==> src/seci_pkg.sv <==
// Operation
// - Input low when pressed, high released
// - Pin pull-up enabled, initial output high
// - Optional polarity inversion after the pin
// - Separate rising and falling edge flags request interrupt
// - Writing one emits single clear pulse
// - Every bounce edge captured, no filtering
// - Pin edges may wake from low power
// - Debounce suspended in sleep, restarted after
package seci_pkg;

  // ****************************************
  // Reset values and clear write value
  // ****************************************
  localparam logic SECI_PIN_RELEASED  = 1'h1;
  localparam logic SECI_PULL_UP_ON    = 1'h1;
  localparam logic SECI_FLAG_RESET    = 1'h0;
  localparam logic SECI_CLEAR_PULSE_1 = 1'h1;

  // ****************************************
  // Carriers
  // ****************************************
  typedef struct packed {
    logic rise;
    logic fall;
  } seci_edges_t;

  typedef struct packed {
    logic invert;
    logic sleep;
    logic wake_enable;
  } seci_ctrl_t;

  typedef enum logic [1:0] {
    SECI_RUN     = 2'h0,
    SECI_ASLEEP  = 2'h1,
    SECI_RESTART = 2'h2
  } seci_power_t;

endpackage : seci_pkg

==> src/seci_edge_flag.sv <==
`timescale 1ns/1ps
`default_nettype none
module seci_edge_flag (
  input  wire logic clk,
  input  wire logic reset_n,
  input  wire logic edge_seen,
  input  wire logic clear_pulse,
  output var  logic flag_q
);
  import seci_pkg::*;

  logic flag_d;

  // ****************************************
  // Sticky flag, set wins over clear
  // ****************************************
  always_comb begin
    flag_d = flag_q;
    if (clear_pulse) begin
      flag_d = 1'h0;
    end
    if (edge_seen) begin
      flag_d = 1'h1;
    end
  end

  always_ff @(posedge clk) begin
    if (!reset_n) begin
      flag_q <= SECI_FLAG_RESET;
    end else begin
      flag_q <= flag_d;
    end
  end

  set_wins_a: assert property (
    @(posedge clk) disable iff (!reset_n)
    edge_seen |=> flag_q
  ) else $error("edge lost");

endmodule : seci_edge_flag
`default_nettype wire

==> src/seci_switch_edge_capture.sv <==
`timescale 1ns/1ps
`default_nettype none
module seci_switch_edge_capture (
  input  wire logic                 clk,
  input  wire logic                 reset_n,
  input  wire logic                 switch_input,
  input  wire seci_pkg::seci_ctrl_t ctrl,
  input  wire logic                 clear_write,
  input  wire logic                 clear_wdata,
  output var  logic                 switch_level_q,
  output var  logic                 pin_pull_up_q,
  output var  logic                 pin_out_q,
  output var  logic                 edge_flag_clear_pulse,
  output var  logic                 rise_flag_q,
  output var  logic                 fall_flag_q,
  output var  logic                 edge_event_irq,
  output var  logic                 wake_q,
  output var  logic                 debounce_run_q
);
  import seci_pkg::*;

  // ****************************************
  // Pin and polarity
  // ****************************************
  logic        level_d;
  logic        prev_q;
  logic        prev_d;
  logic        pulse_d;
  logic        irq_d;
  logic        wake_d;
  logic        run_d;
  seci_edges_t edges;
  seci_power_t pwr_q;
  seci_power_t pwr_d;
  logic        rise_f;
  logic        fall_f;

  always_comb begin
    level_d = switch_input ^ ctrl.invert;
    prev_d  = level_d;
    edges.rise = level_d & ~prev_q;
    edges.fall = ~level_d & prev_q;
    pulse_d = clear_write & (clear_wdata == SECI_CLEAR_PULSE_1);
  end

  always_ff @(posedge clk) begin
    if (!reset_n) begin
      // Follow the pin in reset, no false edge on release
      prev_q                <= level_d;
      switch_level_q        <= SECI_PIN_RELEASED;
      pin_pull_up_q         <= SECI_PULL_UP_ON;
      pin_out_q             <= SECI_PIN_RELEASED;
      edge_flag_clear_pulse <= 1'h0;
    end else begin
      prev_q                <= prev_d;
      switch_level_q        <= level_d;
      pin_pull_up_q         <= SECI_PULL_UP_ON;
      pin_out_q             <= SECI_PIN_RELEASED;
      edge_flag_clear_pulse <= pulse_d;
    end
  end

  // ****************************************
  // Edge flags
  // ****************************************
  seci_edge_flag u_rise (
    .clk         (clk),
    .reset_n     (reset_n),
    .edge_seen   (edges.rise),
    .clear_pulse (edge_flag_clear_pulse),
    .flag_q      (rise_f)
  );

  seci_edge_flag u_fall (
    .clk         (clk),
    .reset_n     (reset_n),
    .edge_seen   (edges.fall),
    .clear_pulse (edge_flag_clear_pulse),
    .flag_q      (fall_f)
  );

  // ****************************************
  // Interrupt and wake
  // ****************************************
  always_comb begin
    irq_d  = rise_f | fall_f;
    wake_d = ctrl.wake_enable & ctrl.sleep & (edges.rise | edges.fall);
    pwr_d  = pwr_q;
    run_d  = 1'h1;
    unique case (pwr_q)
      SECI_RUN: begin
        if (ctrl.sleep) begin
          pwr_d = SECI_ASLEEP;
        end
      end
      SECI_ASLEEP: begin
        run_d = 1'h0;
        if (!ctrl.sleep || wake_d) begin
          pwr_d = SECI_RESTART;
        end
      end
      SECI_RESTART: begin
        pwr_d = SECI_RUN;
      end
      default: begin
        pwr_d = SECI_RUN;
      end
    endcase
    if (pwr_d == SECI_ASLEEP) begin
      run_d = 1'h0;
    end
  end

  always_ff @(posedge clk) begin
    if (!reset_n) begin
      rise_flag_q    <= SECI_FLAG_RESET;
      fall_flag_q    <= SECI_FLAG_RESET;
      edge_event_irq <= 1'h0;
      wake_q         <= 1'h0;
      debounce_run_q <= 1'h1;
      pwr_q          <= SECI_RUN;
    end else begin
      rise_flag_q    <= rise_f;
      fall_flag_q    <= fall_f;
      edge_event_irq <= irq_d;
      wake_q         <= wake_d;
      debounce_run_q <= run_d;
      pwr_q          <= pwr_d;
    end
  end

  // ****************************************
  // Capture checks
  // ****************************************
  rise_capture_a: assert property (
    @(posedge clk) disable iff (!reset_n)
    edges.rise |=> ##1 edge_event_irq
  ) else $error("rise not raised");

  fall_capture_a: assert property (
    @(posedge clk) disable iff (!reset_n)
    edges.fall |=> fall_f
  ) else $error("fall not caught");

  rise_flag_out_a: assert property (
    @(posedge clk) disable iff (!reset_n)
    edges.rise |=> ##1 rise_flag_q
  ) else $error("rise flag not shown");

  fall_flag_out_a: assert property (
    @(posedge clk) disable iff (!reset_n)
    edges.fall |=> ##1 fall_flag_q
  ) else $error("fall flag not shown");

  narrow_pulse_a: assert property (
    @(posedge clk) disable iff (!reset_n)
    edges.rise ##1 (edges.fall && !edge_flag_clear_pulse) |=> rise_f && fall_f
  ) else $error("narrow pulse lost");

  // ****************************************
  // Clear and interrupt checks
  // ****************************************
  clear_one_cycle_a: assert property (
    @(posedge clk) disable iff (!reset_n)
    edge_flag_clear_pulse |=> !edge_flag_clear_pulse || $past(pulse_d)
  ) else $error("pulse too long");

  clear_pulse_a: assert property (
    @(posedge clk) disable iff (!reset_n)
    pulse_d |=> edge_flag_clear_pulse
  ) else $error("clear pulse missing");

  no_stray_pulse_a: assert property (
    @(posedge clk) disable iff (!reset_n)
    !pulse_d |=> !edge_flag_clear_pulse
  ) else $error("stray clear pulse");

  clear_flags_a: assert property (
    @(posedge clk) disable iff (!reset_n)
    edge_flag_clear_pulse && !edges.rise && !edges.fall |=> !rise_f && !fall_f
  ) else $error("flags not cleared");

  flag_sticky_a: assert property (
    @(posedge clk) disable iff (!reset_n)
    (rise_f || fall_f) && !edge_flag_clear_pulse |=> rise_f || fall_f
  ) else $error("flag dropped");

  irq_or_flags_a: assert property (
    @(posedge clk) disable iff (!reset_n)
    (rise_f | fall_f) |=> edge_event_irq
  ) else $error("irq missing");

  irq_cleared_a: assert property (
    @(posedge clk) disable iff (!reset_n)
    !(rise_f || fall_f) |=> !edge_event_irq
  ) else $error("irq without flag");

  // ****************************************
  // Pin and power checks
  // ****************************************
  pull_up_a: assert property (
    @(posedge clk) disable iff (!reset_n)
    ##1 (pin_pull_up_q && pin_out_q)
  ) else $error("pull up off");

  polarity_a: assert property (
    @(posedge clk) disable iff (!reset_n)
    1'h1 |=> switch_level_q == ($past(switch_input) ^ $past(ctrl.invert))
  ) else $error("bad level");

  wake_edge_a: assert property (
    @(posedge clk) disable iff (!reset_n)
    wake_d |=> wake_q
  ) else $error("wake lost");

  wake_gated_a: assert property (
    @(posedge clk) disable iff (!reset_n)
    !(ctrl.sleep && ctrl.wake_enable) |=> !wake_q
  ) else $error("wake while awake");

  sleep_stop_a: assert property (
    @(posedge clk) disable iff (!reset_n)
    (pwr_q == SECI_ASLEEP) |=> !debounce_run_q || $past(pwr_d) != SECI_ASLEEP
  ) else $error("run in sleep");

  sleep_enter_a: assert property (
    @(posedge clk) disable iff (!reset_n)
    (pwr_q == SECI_RUN) && ctrl.sleep |=> !debounce_run_q
  ) else $error("run after sleep entry");

  restart_run_a: assert property (
    @(posedge clk) disable iff (!reset_n)
    (pwr_q == SECI_RESTART) |=> debounce_run_q
  ) else $error("no restart after wake");

endmodule : seci_switch_edge_capture
`default_nettype wire

==> config.mk <==
export PLATFORM = sky130hd
export DESIGN_NAME = seci_switch_edge_capture
export DESIGN_NICKNAME = d
export VERILOG_FILES = /design/src/seci_pkg.sv /design/src/seci_edge_flag.sv /design/src/seci_switch_edge_capture.sv
export SDC_FILE = /design/constraint.sdc
export NUM_CORES = 1
export LEC_CHECK = 0
export BUFFER_PORTS_ARGS = -buffer_cell sky130_fd_sc_hd__buf_2
export CORE_AREA = 2 2 39 41
export DETAILED_ROUTE_END_ITERATION = 12
export DIE_AREA = 0 0 41 43
export PLACE_DENSITY = 0.61
export SYNTH_ARGS = -nofsm -noshare
export SYNTH_HDL_FRONTEND = slang
export SYNTH_SLANG_ARGS = --single-unit
==> constraint.sdc <==
create_clock -name clk -period 1.75 [get_ports clk]
set_input_delay 0.2625 -clock clk [delete_from_list [all_inputs] [get_ports clk]]
set_output_delay 0.2625 -clock clk [all_outputs]
set_load 0.02 [all_outputs]
==> results.yml <==
die:
  die_h_um: 43
  io_pins: 17
  start_util_pct: 30.7
  die_w_um: 41
  dieArea_mm2: 0.00176
  core_area_mm2: 0.00138
  fp-row-count: 14
critical_path:
  required_ps: 1970
  crit_type: "input pin to flip-flop"
  crit_fanout: 3
  cp-start-kind: "input pin"
  cp-end-kind: "flip-flop"
  reg2reg_from: "prev_q"
  startpoint: "ctrl[2]"
  worst_ep_arrival_time_ps: 1330
sta:
  hold_viol: 0
  slew_violations: 0
  fin_crit_sh_pct: 63.4
  layout_min_cycle_time_ps: 1110
  tns_ps: 0
  rsz0062_at_grt: "false"
  fmax_ghz: 0.901
  setup-violations-final: 0
  fin_skew_ps: 2.56
  setup_ws_ps: 640
finish:
  antenna_cells: 0
  area_delta_synth_final_pct: 24.4
  layout.nets: 65
  drive_gt1_share_pct: 40.7
cts:
  clk_path_buf_depth: 2
  clock-sinks: 12
  path_clk_slew_ps: 70
  htreeDepth: 1
  cts_hold_buf: 0
  insertion_delay_ps: 270
  cts_setup_buffers: 0
  root_buffer: "clkbuf_4"
  cts-resized-gates: 0
  cts_tree: "done"
  cts_buffers: 3
synth:
  ys_seq_area_share_pct: 56.5
  synth-seq-cells: 12
  synth_cell_types: 17
  syn_area_um2: 425
  ys_warn_count: 0
  synth_area_per_cell_um2: 11.2
  netlist_instances: 38
power_and_ir_drop:
  cellLeakagePower_nw: 0.278
  ir_worst_vdd_mv: 0.504
  p_comb_share_pct: 11.9
  internal_power_w: 0.000450
  switching_share_pct: 22.7
  p_per_area_mw_per_mm2: 1100
  switching_power_w: 0.000132
  pwr-share-seq_pct: 51.6
  clockPowerShare_pct: 36.5
global_route:
  grt_pass1_wl_um: 1020
  gr-total-overflow: 0
  grt.total_usage_pct: 9.60
  grt_pass1_vias: 255
  grtUsageMet2_pct: 11.9
  grt.busiest_layer: "met2"
  grt_max_degree: 11
  antenna_found_initial: 0
  grtUsageMet3_pct: 9.42
  gr-usage-met1_pct: 9.84
place:
  gp_congestion: 0.643
  dp_slack_ps: 349
  dp_hpwl_um: 443
  numPortBuffers: 14
drt:
  ant_nets: 0
  drtPass1Iterations: 1
  wirelength_um: 584
  drcViolationCount: 0
  via_per_inst: 4.07
  drt_iter0_drc: 0
  via_count: 285
  wire_per_inst_um: 8.34
run_status:
  status: "completed"
job:
  maxCapViolations: 0
worst_hold_path:
  hp-start: "ctrl[1]"
  hold_path.class: "input pin to flip-flop"
[cell usage after synthesis (all sizes together)]
cell type	instances	share of area, %
nor2b	3	4.4
o21a	3	5.3
o211a	1	2.4
and2b	1	1.8
buf	3	6.2
o21ai	1	1.2
conb	1	0.88
dfxtp	12	56
and3	2	3.5
and2	2	3.5
inv	3	2.6
a21oi	1	1.2
ha	2	5.9
nand3b	1	1.8
nand2	1	0.88
xnor2	1	2.1
[per-layer routing]
| metal | wire length (µm) | up-vias | part of all wire (%) |
|---|---|---|---|
| met2 | 271 | 14 | 46 |
| met5 | 0 | - | 0 |
| met1 | 232 | 121 | 40 |
| met4 | 17 | 0 | 2.9 |
| li1 | - | 148 | - |
| met3 | 62 | 2 | 11 |
[power by group through the flow]
stage / clock network [W] / logic, W / registers, W
after floorplan: 0 / 0.0000395 / 0.000320
after global placement: 0 / 0.0000698 / 0.000307
after detailed placement: 0 / 0.0000707 / 0.000307
after CTS: 0.000225 / 0.0000710 / 0.000301
after global routing: 0.000242 / 0.0000782 / 0.000304
final: 0.000212 / 0.0000696 / 0.000301
[path summary, 6_finish.rpt]
| kind | depth (start not counted) | slack, ps | end |
|---|---|---|---|
| min reg2reg | 1 | 450 | pwr_q[0] |
| min | 2 | 230 | debounce_run_q |
| max | 6 | 640 | wake_q |
| max reg2reg | 4 | 680 | wake_q |
[state kept, by name, summed over array words and instances (netlist names)]
register / cells
pwr_q: 2
debounce_run_q: 1
edge_event_irq: 1
edge_flag_clear_pulse: 1
fall_flag_q: 1
prev_q: 1
rise_flag_q: 1
switch_level_q: 1
u_fall.flag_q: 1
u_rise.flag_q: 1
wake_q: 1
[cell type report]
class	instances	area [µm²]
fill	144	855
inverter	3	11.3
sequential	12	240
multi-input combinational	21	151
tap	16	20.0
timing repair buffer	14	70.1
clock buffer	4	36.3
[worst max-delay path, stage by stage]
cell and delay, ps:
buf_2 100, xnor2_1 230, inv_1 90, ha_1 270, nor2b_1 180, and3_2 190
[cell families after synthesis]
| family | count (synthesis) | synth area share [%] |
|---|---|---|
| flops | 12 | 56.5 |
| buf+inv | 6 | 8.82 |
| fa+ha+maj | 2 | 5.88 |
| xor+xnor | 1 | 2.06 |
| other cells | 1 | 0.882 |
| simple gates | 10 | 15.9 |
| compound gates | 6 | 10.0 |
[layout by cell type (no fill, tap or decap)]
master,instances
o21ai_0,1
and3_2,2
dfxtp_1,12
and2_2,2
nor2b_1,3
a21oi_1,1
ha_1,2
clkbuf_4,3
nand2_1,1
clkbuf_8,1
conb_1,2
and2b_1,1
o21a_1,3
nand3b_1,1
xnor2_1,1
o211a_1,1
buf_2,14
inv_1,3
[stage by stage]
| step | utilization (%) | hold slack [ps] | cell area, µm² | instances | total power, W |
|---|---|---|---|---|---|
| floorplan | - | 375 | 429 | 39 | 0.000360 |
| global placement | 35.6 | 444 | 493 | 66 | 0.000377 |
| detailed placement | 35.6 | 441 | 493 | 66 | 0.000377 |
| CTS | 38.2 | 223 | 529 | 70 | 0.000596 |
| global route | 38.2 | 223 | 529 | 70 | 0.000625 |
| finish | 38.2 | 229 | 529 | 70 | 0.000583 |
Power figures use the tool's default switching activity.
